===== src/common/rosl_pkg.sv =====
/*
  Constants and types shared by the remappable pin select block: register
  offsets, field positions, reset values, peripheral output indices and
  the code-to-peripheral table of each pin group.
  Assumes a 12-bit APB byte address window and one word per register.
*/
package rosl_pkg;

  // Register map, byte addresses
  localparam logic [11:0] CFG_OFF = 12'h000;
  localparam logic [11:0] DCW3_OFF = 12'h004;
  localparam logic [11:0] STS_OFF = 12'h008;
  localparam logic [11:0] CNT_OFF = 12'h00C;
  localparam logic [3:0] OSEL_BLK = 4'h1;
  localparam logic [3:0] ISEL_BLK = 4'h2;

  // Field positions
  localparam int LOCK_BIT = 13;
  localparam int ONESHOT_BIT = 29;
  localparam int STS_BLOCKED_BIT = 0;
  localparam int STS_REFUSED_BIT = 1;
  localparam int STS_LOADED_BIT = 2;

  // Values after reset
  localparam logic LOCK_RST = 1'b0;
  localparam logic ONESHOT_RST = 1'b1;
  localparam logic [3:0] SEL_RST = 4'h0;
  localparam logic [7:0] CNT_RST = 8'h00;
  localparam logic [7:0] CNT_MAX = 8'hFF;

  // Sizes
  localparam int SEL_W = 4;
  localparam int OSEL_N = 48;
  localparam int ISEL_N = 16;
  localparam int GRP_N = 4;
  localparam int PERIPH_N = 27;
  localparam int G1_BASE = 0;
  localparam int G1_N = 13;
  localparam int G2_BASE = 13;
  localparam int G2_N = 14;
  localparam int G3_BASE = 27;
  localparam int G3_N = 14;
  localparam int G4_BASE = 41;
  localparam int G4_N = 7;

  // Peripheral output indices into the periph_out_i vector
  localparam logic [4:0] P_UART3_TX = 5'h00;
  localparam logic [4:0] P_UART4_RTS = 5'h01;
  localparam logic [4:0] P_SPI2_DO = 5'h02;
  localparam logic [4:0] P_CMP3_OUT = 5'h03;
  localparam logic [4:0] P_CAN1_TX = 5'h04;
  localparam logic [4:0] P_ACMP2_OUT = 5'h05;
  localparam logic [4:0] P_SPI3_DO = 5'h06;
  localparam logic [4:0] P_SPI4_DO = 5'h07;
  localparam logic [4:0] P_UART2_TX = 5'h08;
  localparam logic [4:0] P_UART1_TX = 5'h09;
  localparam logic [4:0] P_UART5_RTS = 5'h0A;
  localparam logic [4:0] P_SPI1_DO = 5'h0B;
  localparam logic [4:0] P_CMP4_OUT = 5'h0C;
  localparam logic [4:0] P_UART3_RTS = 5'h0D;
  localparam logic [4:0] P_UART4_TX = 5'h0E;
  localparam logic [4:0] P_REFCLK_OUT = 5'h0F;
  localparam logic [4:0] P_UART5_TX = 5'h10;
  localparam logic [4:0] P_SPI1_SEL = 5'h11;
  localparam logic [4:0] P_CMP5_OUT = 5'h12;
  localparam logic [4:0] P_ACMP1_OUT = 5'h13;
  localparam logic [4:0] P_SPI3_SEL = 5'h14;
  localparam logic [4:0] P_SPI4_SEL = 5'h15;
  localparam logic [4:0] P_UART2_RTS = 5'h16;
  localparam logic [4:0] P_UART1_RTS = 5'h17;
  localparam logic [4:0] P_SPI2_SEL = 5'h18;
  localparam logic [4:0] P_CMP2_OUT = 5'h19;
  localparam logic [4:0] P_CMP1_OUT = 5'h1A;
  localparam logic [4:0] NC = 5'h1F;

  // Code-to-peripheral table, entry 15 written first
  typedef logic [15:0][4:0] rosl_map_t;

  localparam rosl_map_t MAP_G1 = {P_SPI4_DO, P_SPI3_DO, P_ACMP2_OUT,
    P_CAN1_TX, P_CMP3_OUT, NC, NC, NC, NC, P_SPI2_DO, NC, NC, NC,
    P_UART4_RTS, P_UART3_TX, NC};
  localparam rosl_map_t MAP_G2 = {P_SPI4_DO, P_SPI3_DO, NC, NC,
    P_CMP4_OUT, NC, NC, P_SPI1_DO, NC, P_SPI2_DO, NC, P_UART5_RTS,
    P_UART1_TX, NC, P_UART2_TX, NC};
  localparam rosl_map_t MAP_G3 = {P_SPI4_SEL, P_SPI3_SEL, P_ACMP1_OUT,
    NC, P_CMP5_OUT, NC, NC, P_SPI1_DO, P_SPI1_SEL, NC, NC, P_UART5_TX,
    P_REFCLK_OUT, P_UART4_TX, P_UART3_RTS, NC};
  localparam rosl_map_t MAP_G4 = {NC, NC, NC, P_CMP1_OUT, P_CMP2_OUT,
    NC, NC, P_SPI1_DO, NC, P_SPI2_SEL, NC, P_UART5_TX, P_UART1_RTS, NC,
    P_UART2_RTS, NC};

endpackage


===== src/design/rosl_pin_select.sv =====
/*
  Remappable pin select with run-time lock: 48 output select registers,
  16 input select registers, a lock bit, a one-shot lock configuration
  captured after reset, sticky status and a blocked-write counter, all
  behind an APB slave.
  Assumes a system unlock sequence elsewhere reports its state on
  unlock_ok_i, and that the configuration word is stable at reset.
*/
// Functional notes
// Locked: select writes ignored, bus completes OK
// Lock bit is bit 13 of config
// Lock changes only after system unlock
// One-shot config forbids clearing a set lock
// Only reset clears a one-shot lock
// One-shot config defaults to set
// 4-bit field per pin, zero disconnects
// First group code table
// Second group code table
// Third group code table
// Fourth group code table
// Output selects reset to zero
// Per-input 4-bit field chooses source pin
// Reserved or absent code drives nothing
// New routing applies one clock after write
`timescale 1ns/100ps
module rosl_pin_select (
  input wire logic mclk_i,
  input wire logic reset_i,
  input wire logic psel_i,
  input wire logic penable_i,
  input wire logic pwrite_i,
  input wire logic [11:0] paddr_i,
  input wire logic [31:0] pwdata_i,
  input wire logic [3:0] pstrb_i,
  output logic [31:0] prdata_o,
  output logic pready_o,
  output logic pslverr_o,
  input wire logic unlock_ok_i,
  input wire logic [31:0] device_cfg3_i,
  input wire logic [rosl_pkg::PERIPH_N-1:0] periph_out_i,
  input wire logic [rosl_pkg::PERIPH_N-1:0] periph_avail_i,
  input wire logic [rosl_pkg::OSEL_N-1:0] pin_in_i,
  output logic [rosl_pkg::OSEL_N-1:0] pin_out_o,
  output logic [rosl_pkg::OSEL_N-1:0] pin_oe_n_o,
  output logic [rosl_pkg::ISEL_N-1:0] in_route_o,
  output logic pin_map_lock_o
);
  import rosl_pkg::*;

  // Register state
  logic [OSEL_N-1:0][3:0] osel_ff;
  logic [ISEL_N-1:0][3:0] isel_ff;
  logic lock_ff;
  logic oneshot_ff;
  logic loaded_ff;
  logic blocked_ff;
  logic refused_ff;
  logic [7:0] cnt_ff;
  logic [31:0] prdata_ff;
  logic [ISEL_N-1:0] in_route_ff;

  // Next values
  logic nxt_lock;
  logic nxt_blocked;
  logic nxt_refused;
  logic [7:0] nxt_cnt;
  logic [31:0] nxt_prdata;

  // APB phases
  wire setup = psel_i & ~penable_i;
  wire access = psel_i & penable_i;
  wire wr = access & pwrite_i;
  wire rd_setup = setup & ~pwrite_i;

  // Address decode
  wire [3:0] blk = paddr_i[11:8];
  wire [5:0] widx = paddr_i[7:2];
  wire aligned = (paddr_i[1:0] == 2'b00);
  wire is_cfg = (paddr_i == CFG_OFF);
  wire is_dcw = (paddr_i == DCW3_OFF);
  wire is_sts = (paddr_i == STS_OFF);
  wire is_cnt = (paddr_i == CNT_OFF);
  wire is_osel = aligned && (blk == OSEL_BLK)
    && (widx < 6'(OSEL_N));
  wire is_isel = aligned && (blk == ISEL_BLK)
    && (widx < 6'(ISEL_N));
  wire is_sel = is_osel | is_isel;
  wire mapped = is_cfg | is_dcw | is_sts | is_cnt | is_sel;

  // Byte lanes: select fields in lane 0, lock bit in lane 1
  wire lane0 = pstrb_i[0];
  wire lane1 = pstrb_i[1];

  // Select write is taken only while unlocked; a locked one is dropped
  wire sel_wr = wr && is_sel && lane0;
  wire sel_take = sel_wr && !lock_ff;
  wire sel_drop = sel_wr && lock_ff;
  wire osel_we = sel_take && is_osel;
  wire isel_we = sel_take && is_isel;
  wire [5:0] osel_idx = widx;
  wire [3:0] isel_idx = widx[3:0];
  wire [3:0] wr_code = pwdata_i[3:0];

  // Lock write attempt and the reasons it may be refused
  wire lock_wr = wr && is_cfg && lane1;
  wire want_lock = pwdata_i[LOCK_BIT];
  wire want_clear = lock_wr && lock_ff && !want_lock;
  wire no_unlock = lock_wr && !unlock_ok_i;
  wire one_shot_hold = oneshot_ff && want_clear;
  wire lock_take = lock_wr && unlock_ok_i && !one_shot_hold;
  wire lock_refused = (lock_wr && (want_lock != lock_ff))
    && (no_unlock || one_shot_hold);

  // Status write-one-to-clear masks
  wire sts_wr = wr && is_sts && lane0;
  wire clr_blocked = sts_wr && pwdata_i[STS_BLOCKED_BIT];
  wire clr_refused = sts_wr && pwdata_i[STS_REFUSED_BIT];
  wire cnt_clr = wr && is_cnt && lane0;

  // Lock next state; with one-shot config set, only reset brings back the cleared value
  assign nxt_lock = lock_take ? want_lock : lock_ff;

  // Sticky flags: a new event wins over a clear in the same cycle
  assign nxt_blocked = sel_drop | (blocked_ff & ~clr_blocked);
  assign nxt_refused = lock_refused | (refused_ff & ~clr_refused);

  // Counter saturates rather than wraps, so a storm stays visible
  wire cnt_inc = sel_drop && (cnt_ff != CNT_MAX);
  wire [7:0] cnt_plus = cnt_ff + 8'h01;
  assign nxt_cnt = cnt_inc ? cnt_plus
    : (cnt_clr ? CNT_RST : cnt_ff);

  // Read data words
  wire [31:0] cfg_word = 32'(lock_ff) << LOCK_BIT;
  wire [31:0] dcw_word = 32'(oneshot_ff) << ONESHOT_BIT;
  wire [31:0] sts_word = (32'(blocked_ff) << STS_BLOCKED_BIT)
    | (32'(refused_ff) << STS_REFUSED_BIT)
    | (32'(loaded_ff) << STS_LOADED_BIT);
  wire [31:0] cnt_word = {24'h000000, cnt_ff};
  wire [31:0] osel_word = {28'h0000000, osel_ff[osel_idx]};
  wire [31:0] isel_word = {28'h0000000, isel_ff[isel_idx]};

  // Read mux; unmapped reads return zero
  assign nxt_prdata = is_cfg ? cfg_word
    : is_dcw ? dcw_word
    : is_sts ? sts_word
    : is_cnt ? cnt_word
    : is_osel ? osel_word
    : is_isel ? isel_word
    : 32'h00000000;

  // Slave answers in the first access cycle; locked writes still OK
  assign pready_o = 1'b1;
  assign pslverr_o = access & ~mapped;
  assign prdata_o = prdata_ff;
  assign pin_map_lock_o = lock_ff;
  assign in_route_o = in_route_ff;

  // Read data captured in the setup cycle, valid through access
  always_ff @(posedge mclk_i) begin
    if (reset_i) begin
      prdata_ff <= 32'h00000000;
    end else if (rd_setup) begin
      prdata_ff <= nxt_prdata;
    end
  end

  // Lock bit; reset is the only way out of a one-shot lock
  always_ff @(posedge mclk_i) begin
    if (reset_i) begin
      lock_ff <= LOCK_RST;
    end else begin
      lock_ff <= nxt_lock;
    end
  end

  // One-shot configuration: reads as set until the word is captured
  // on the first clock after reset release
  always_ff @(posedge mclk_i) begin
    if (reset_i) begin
      oneshot_ff <= ONESHOT_RST;
      loaded_ff <= 1'b0;
    end else if (!loaded_ff) begin
      oneshot_ff <= device_cfg3_i[ONESHOT_BIT];
      loaded_ff <= 1'b1;
    end
  end

  // Status flags and blocked-write counter
  always_ff @(posedge mclk_i) begin
    if (reset_i) begin
      blocked_ff <= 1'b0;
      refused_ff <= 1'b0;
      cnt_ff <= CNT_RST;
    end else begin
      blocked_ff <= nxt_blocked;
      refused_ff <= nxt_refused;
      cnt_ff <= nxt_cnt;
    end
  end

  // Output select fields, one per remappable pin
  always_ff @(posedge mclk_i) begin
    if (reset_i) begin
      osel_ff <= {OSEL_N{SEL_RST}};
    end else if (osel_we) begin
      osel_ff[osel_idx] <= wr_code;
    end
  end

  // Input select fields, one per peripheral input
  always_ff @(posedge mclk_i) begin
    if (reset_i) begin
      isel_ff <= {ISEL_N{SEL_RST}};
    end else if (isel_we) begin
      isel_ff[isel_idx] <= wr_code;
    end
  end

  // Flat view of the selects for slicing by group
  wire [OSEL_N*4-1:0] osel_flat = osel_ff;

  // Output routing, one table per pin group
  rosl_group_mux #(
    .NPINS(G1_N),
    .MAP(MAP_G1)
  ) u_grp1 (
    .mclk_i(mclk_i),
    .reset_i(reset_i),
    .sel_i(osel_flat[G1_BASE*4 +: G1_N*4]),
    .periph_i(periph_out_i),
    .avail_i(periph_avail_i),
    .pin_out_o(pin_out_o[G1_BASE +: G1_N]),
    .pin_oe_n_o(pin_oe_n_o[G1_BASE +: G1_N])
  );

  rosl_group_mux #(
    .NPINS(G2_N),
    .MAP(MAP_G2)
  ) u_grp2 (
    .mclk_i(mclk_i),
    .reset_i(reset_i),
    .sel_i(osel_flat[G2_BASE*4 +: G2_N*4]),
    .periph_i(periph_out_i),
    .avail_i(periph_avail_i),
    .pin_out_o(pin_out_o[G2_BASE +: G2_N]),
    .pin_oe_n_o(pin_oe_n_o[G2_BASE +: G2_N])
  );

  rosl_group_mux #(
    .NPINS(G3_N),
    .MAP(MAP_G3)
  ) u_grp3 (
    .mclk_i(mclk_i),
    .reset_i(reset_i),
    .sel_i(osel_flat[G3_BASE*4 +: G3_N*4]),
    .periph_i(periph_out_i),
    .avail_i(periph_avail_i),
    .pin_out_o(pin_out_o[G3_BASE +: G3_N]),
    .pin_oe_n_o(pin_oe_n_o[G3_BASE +: G3_N])
  );

  rosl_group_mux #(
    .NPINS(G4_N),
    .MAP(MAP_G4)
  ) u_grp4 (
    .mclk_i(mclk_i),
    .reset_i(reset_i),
    .sel_i(osel_flat[G4_BASE*4 +: G4_N*4]),
    .periph_i(periph_out_i),
    .avail_i(periph_avail_i),
    .pin_out_o(pin_out_o[G4_BASE +: G4_N]),
    .pin_oe_n_o(pin_oe_n_o[G4_BASE +: G4_N])
  );

  // Input routing: inputs 0-3 draw on group 1, 4-7 on group 2, and so
  // on; a code past the group size feeds a constant low
  logic [ISEL_N-1:0] nxt_route;

  genvar j;
  generate
    for (j = 0; j < ISEL_N; j++) begin : g_in
      localparam int GI = j / 4;
      localparam int GB = (GI == 0) ? G1_BASE
        : (GI == 1) ? G2_BASE
        : (GI == 2) ? G3_BASE : G4_BASE;
      localparam int GN = (GI == 0) ? G1_N
        : (GI == 1) ? G2_N
        : (GI == 2) ? G3_N : G4_N;
      wire [3:0] code = isel_ff[j];
      wire ok = (code < 4'(GN));
      wire [5:0] pin = 6'(GB) + {2'b00, code};
      assign nxt_route[j] = ok ? pin_in_i[pin] : 1'b0;
    end
  endgenerate

  // Registered so a select change cannot glitch the peripheral input
  always_ff @(posedge mclk_i) begin
    if (reset_i) begin
      in_route_ff <= '0;
    end else begin
      in_route_ff <= nxt_route;
    end
  end

endmodule


===== src/design/rosl_group_mux.sv =====
/*
  Output multiplexer for one group of remappable pins: decodes each
  pin's 4-bit select code through the group table and registers the
  routed peripheral level and its active-low drive enable.
  Assumes select fields are registered and peripheral outputs are
  synchronous to mclk_i.
*/
`timescale 1ns/100ps
module rosl_group_mux #(
  parameter int NPINS = 13,
  parameter rosl_pkg::rosl_map_t MAP = '0
) (
  input wire logic mclk_i,
  input wire logic reset_i,
  input wire logic [NPINS*4-1:0] sel_i,
  input wire logic [rosl_pkg::PERIPH_N-1:0] periph_i,
  input wire logic [rosl_pkg::PERIPH_N-1:0] avail_i,
  output logic [NPINS-1:0] pin_out_o,
  output logic [NPINS-1:0] pin_oe_n_o
);
  import rosl_pkg::*;

  logic [NPINS-1:0] nxt_out;
  logic [NPINS-1:0] nxt_oe_n;

  genvar p;
  generate
    for (p = 0; p < NPINS; p++) begin : g_pin
      wire [4:0] idx = MAP[sel_i[p*4 +: 4]];
      // Reserved or absent peripherals behave as no connection
      wire in_rng = (idx < 5'(PERIPH_N));
      wire hit = in_rng && avail_i[idx[4:0]];
      assign nxt_out[p] = hit ? periph_i[idx[4:0]] : 1'b0;
      assign nxt_oe_n[p] = ~hit;
    end
  endgenerate

  // Registered so a routing change never glitches a neighbour pin
  always_ff @(posedge mclk_i) begin
    if (reset_i) begin
      pin_out_o <= '0;
      pin_oe_n_o <= '1;
    end else begin
      pin_out_o <= nxt_out;
      pin_oe_n_o <= nxt_oe_n;
    end
  end

endmodule


===== config.mk =====
export PLATFORM = sky130hd
export DESIGN_NAME = rosl_pin_select
export DESIGN_NICKNAME = d
export VERILOG_FILES = /design/src/common/rosl_pkg.sv /design/src/design/rosl_pin_select.sv /design/src/design/rosl_group_mux.sv
export SDC_FILE = /design/constraint.sdc
export NUM_CORES = 2
export LEC_CHECK = 0
export ABC_AREA = 1
export BUFFER_PORTS_ARGS = -buffer_cell sky130_fd_sc_hd__buf_2
export CAP_MARGIN = 20
export CORE_ASPECT_RATIO = 0.75
export CORE_MARGIN = 2
export CORE_UTILIZATION = 33
export CTS_CLUSTER_SIZE = 28
export DETAILED_ROUTE_END_ITERATION = 16
export GPL_TIMING_DRIVEN = 0
export HOLD_SLACK_MARGIN = 0.05
export PLACE_DENSITY = 0.53
export SETUP_SLACK_MARGIN = 0.5
export SYNTH_ARGS = -nofsm -noshare
export SYNTH_HDL_FRONTEND = slang
export SYNTH_HIERARCHICAL = 1
export SYNTH_SLANG_ARGS = --single-unit

===== constraint.sdc =====
create_clock -name mclk_i -period 4.8 [get_ports mclk_i]
set_input_delay 0.24 -clock mclk_i [delete_from_list [all_inputs] [get_ports mclk_i]]
set_output_delay 0.24 -clock mclk_i [all_outputs]
set_load 0.02 [all_outputs]

==> run_results.csv <==
group,metric,value,unit
placement,hpwl,203000,um
run,cap_violations,0,
yosys,synth_cell_types,69,
clock_tree,cts_tree,"built",
grt,grt_max_degree,21,
yosys,synth_flop_cell,"dfxtp_1",
die,ioPinCount,335,
sta,final_hold_viol_count,0,
setup_path,rr_worst_depth,12,
setup_path,r2r_end,"in_route_o[10]",
layout,area_growth,11.4,%
min_path,min_to,"prdata_o[29]",
sta,max_clock_freq,282,MHz
min_path,hold_class,"primary input to register",
die,die_area,159000,um^2
layout,nets,10000,
setup_path,r2r_start,"g_in[10].code[0]",
clock_tree,cts_buffers,49,
sta,tns,0,ns
routing,dr.first_iter.drc_count,9968,
clock_tree,clk_root_buffer_cell,"clkbuf_16",
clock_tree,h-tree-depth,2,
die,die_h,346,um
routing,drc_errors,0,
layout,design_area,57200,um^2
clock_tree,cts.path.max_buffers,3,
setup_path,worstSetupPathType,"primary input to register",
sta,skew,0.0243,ns
yosys,ys_warn_count,6,
grt,grt_pass1_wl,405000,um
grt,grt_pass1_vias,59700,
clock_tree,clock_sinks,391,
yosys,synth_seq_cells,391,
min_path,min_path_cells,6,
sta,period_minus_slack,3.55,ns
placement,place_congestion,1.05,
routing,wl,283000,um
grt,grt-ovfl-total,0,
yosys,netlist_instances,9203,
power_and_ir_drop,power_density,160,nW/um^2
sta,timing.hold.ws,0.0957,ns
setup_path,r2r_setup_slack,1.71,ns
routing,firstDrtPassIters,7,
yosys,synth.avg_cell_area,5.58,um^2
die,core.rowCount,125,
placement,port_buffers,243,
routing,drt-vias-per-instance,5.88,
setup_path,crit_arrival,4.11,ns
yosys,synthArstFlopShare,0,%
routing,dr_total_vias,68400,
clock_tree,clock_latency,0.69,ns
power_and_ir_drop,cellLeakagePower,25.6,nW
sta,finalMaxSlewViolations,0,
sta,rsz0062_at_grt,"false",
setup_path,cp_data_required_time,5.36,ns
setup_path,end_kind,"register",
status,outcome,"completed",
sta,tightest_slew,1.39,ns
routing,post_drt_wl_per_cell,24.3,um
yosys,syn-cell-area,51300,um^2
layout,stdcell_count,11600,
min_path,hold_start,"paddr_i[0]",
clock_tree,clk_pin_slew,0.07,ns
sta,period_share,73.9,%
layout,drive_gt1_share,10.5,%
routing,antenna_left,0,
power_and_ir_drop,vdd_ir_drop_max,0.290,mV
grt,grtUsageTotal,33.7,%
yosys,synth_edf_count,0,
sta,setup_violations,0,
setup_path,startpoint_type,"primary input",
yosys,ys_seq_area_share,15.2,%
sta,relSlewSlack,7.30,%
placement,placed_area,55300,um^2
die,core-area,155000,um^2
grt,antenna_found_initial,23,
clock_tree,cts_setup_buffers,0,
die,start_util,33.2,%
die,dieWidth,459,um
setup_path,crit_path_max_fanout,15,
placement,dp_cells,11500,
worst max-delay path, stage by stage:
cell           delay [ns]
buf_2                0.76
clkbuf_1             0.88
clkinv_1             0.40
clkbuf_1             0.47
clkbuf_1             0.48
o21ai_0              0.20
a21oi_1              0.06
dlygate4sd3_1        0.56
state kept, by name (all words and copies together) (netlist names), 7 cells and up:
register,count
osel_ff,192
g_in.code,64
in_route_o,16
u_grp2/pin_oe_n_o,14
u_grp2/pin_out_o,14
u_grp3/pin_oe_n_o,14
u_grp3/pin_out_o,14
u_grp1/pin_oe_n_o,13
u_grp1/pin_out_o,13
prdata_o,10
cnt_ff,8
u_grp4/pin_oe_n_o,7
u_grp4/pin_out_o,7
layout by cell type (no fill, tap or decap), types with 8 or more instances in the layout:
cell,netlist,layout
nand2_4,15,15
a31oi_1,26,26
o21ai_2,30,30
buf_6,47,50
a211oi_1,26,26
nand2_1,2502,2502
clkbuf_1,214,222
dfxtp_1,391,391
buf_2,181,424
a21oi_1,611,611
dlygate4sd3_1,0,8
buf_1,23,23
a22oi_1,18,18
inv_1,782,782
o21ai_0,674,674
o21ai_1,44,44
o22ai_1,50,50
buf_4,85,86
a21oi_2,9,9
nor2_2,8,8
or2_2,9,9
inv_2,119,119
conb_1,2,23
clkbuf_2,8,8
nand4_1,33,33
diode_2,0,21
xor2_1,13,13
nor2_1,568,568
nand2_2,64,64
nand3_1,1948,1948
ha_1,303,303
nor3_1,30,30
nand3b_1,18,18
clkbuf_16,0,49
nand3_2,54,54
clkinv_1,25,25
o211ai_1,171,171
cell usage after synthesis (4+ instances only):
cell type     n  share of area [%]
o211ai_1    171                2.5
inv_1       782                5.7
o21ai_2      30               0.51
buf_4        85                1.2
buf_1        23               0.17
nand2_1    2502                 18
o311ai_0      5              0.085
nand3_1    1948                 19
nor2_2        8              0.097
nor2_4        6               0.13
a21oi_4       4               0.13
xor2_1       13               0.22
a211oi_1     26               0.38
ha_1        303                7.4
dfxtp_1     391                 15
inv_2       119               0.87
nand3_2      54                1.1
o21ai_1      44               0.43
buf_2       181                1.8
nand3_4       6               0.20
o2111ai_1     7               0.12
a31oi_1      26               0.32
nand4_1      33               0.40
o22ai_1      50               0.61
clkbuf_2      8              0.078
o21a_1        6              0.088
nand2_2      64               0.78
a21boi_0      5              0.073
nor4_1        4              0.049
nor3_1       30               0.29
buf_6        47                1.0
nand3b_1     18               0.26
a22oi_1      18               0.26
o31ai_1       7               0.10
o21ai_0     674                6.6
or2_2         9               0.11
nand2_4      15               0.33
clkinv_1     25               0.18
nor3_2        4              0.078
nor2_1      568                4.2
nor3_4        5               0.16
clkbuf_1    214                1.6
a21oi_2       9               0.15
a21oi_1     611                6.0
cell type report:
cell class / count / area (um^2)
fill: 17200 / 97500
multi-input combinational: 7346 / 37100
sequential: 391 / 7830
inverter: 929 / 3490
buffer: 558 / 3000
tap: 2032 / 2540
timing repair buffer: 261 / 1450
clock buffer: 63 / 1340
clock inverter: 28 / 363
antenna: 21 / 52.6
timing repair:
action,CTS,global route
resized for setup,0,0
hold buffers,8,0
hold endpoints to repair,8,0
worst max-delay path by stage:
stage	from	to	slack, ns	depth (start not counted)
after floorplan	g_in[8].code[0]	in_route_o[8]	2.53	12
after global placement	reset_i	in_route_o[1]	1.25	7
after detailed placement	reset_i	in_route_o[1]	1.17	7
after CTS	reset_i	pin_map_lock_o	1.53	8
after global routing	reset_i	pin_map_lock_o	1.37	8
final	reset_i	pin_map_lock_o	1.25	8
metrics by stage:
| stage | util (%) | power [mW] | worst slack, ns |
|---|---|---|---|
| 2_1_floorplan | - | 4.10 | 2.53 |
| 3_3_place_gp | 35.7 | 4.98 | 1.25 |
| 3_5_place_dp | 35.7 | 5.00 | 1.17 |
| 4_1_cts | 36.9 | 9.10 | 1.53 |
| 5_1_grt | 36.9 | 9.34 | 1.37 |
| 6_report | 37.0 | 9.14 | 1.25 |
power breakdown:
part	leakage (nW)	switching, mW	internal [mW]
clock network	0.808	1.81	2.27
registers	3.15	0.00354	3.25
logic	21.6	1.44	0.367
total	25.6	3.25	5.89
routing by layer:
| metal | share of wire (%) | wire [um] | GRT usage [%] | up-vias |
|---|---|---|---|---|
| met5 | 0.013 | 37 | 0 | - |
| met4 | 5.7 | 16200 | 17.1 | 6 |
| met3 | 14 | 39100 | 9.24 | 791 |
| met2 | 39 | 110000 | 46.3 | 4563 |
| met1 | 42 | 118000 | 47.5 | 31700 |
| li1 | - | - | - | 31400 |
logic make-up (layout without fill, tap and decap cells):
kind of cell	Yosys count	after routing	share of synthesized area, %
AND/OR/NAND/NOR	5289	5289	45.7
flip-flops	391	391	15.2
XOR/XNOR	15	15	0.256
AO/OA/AOI/OAI	1716	1716	18.8
adder cells (fa/ha/maj)	303	303	7.38
buffers and inverters	1487	1839	12.7
other	2	44	0.0146
Power figures use the tool's default switching activity.
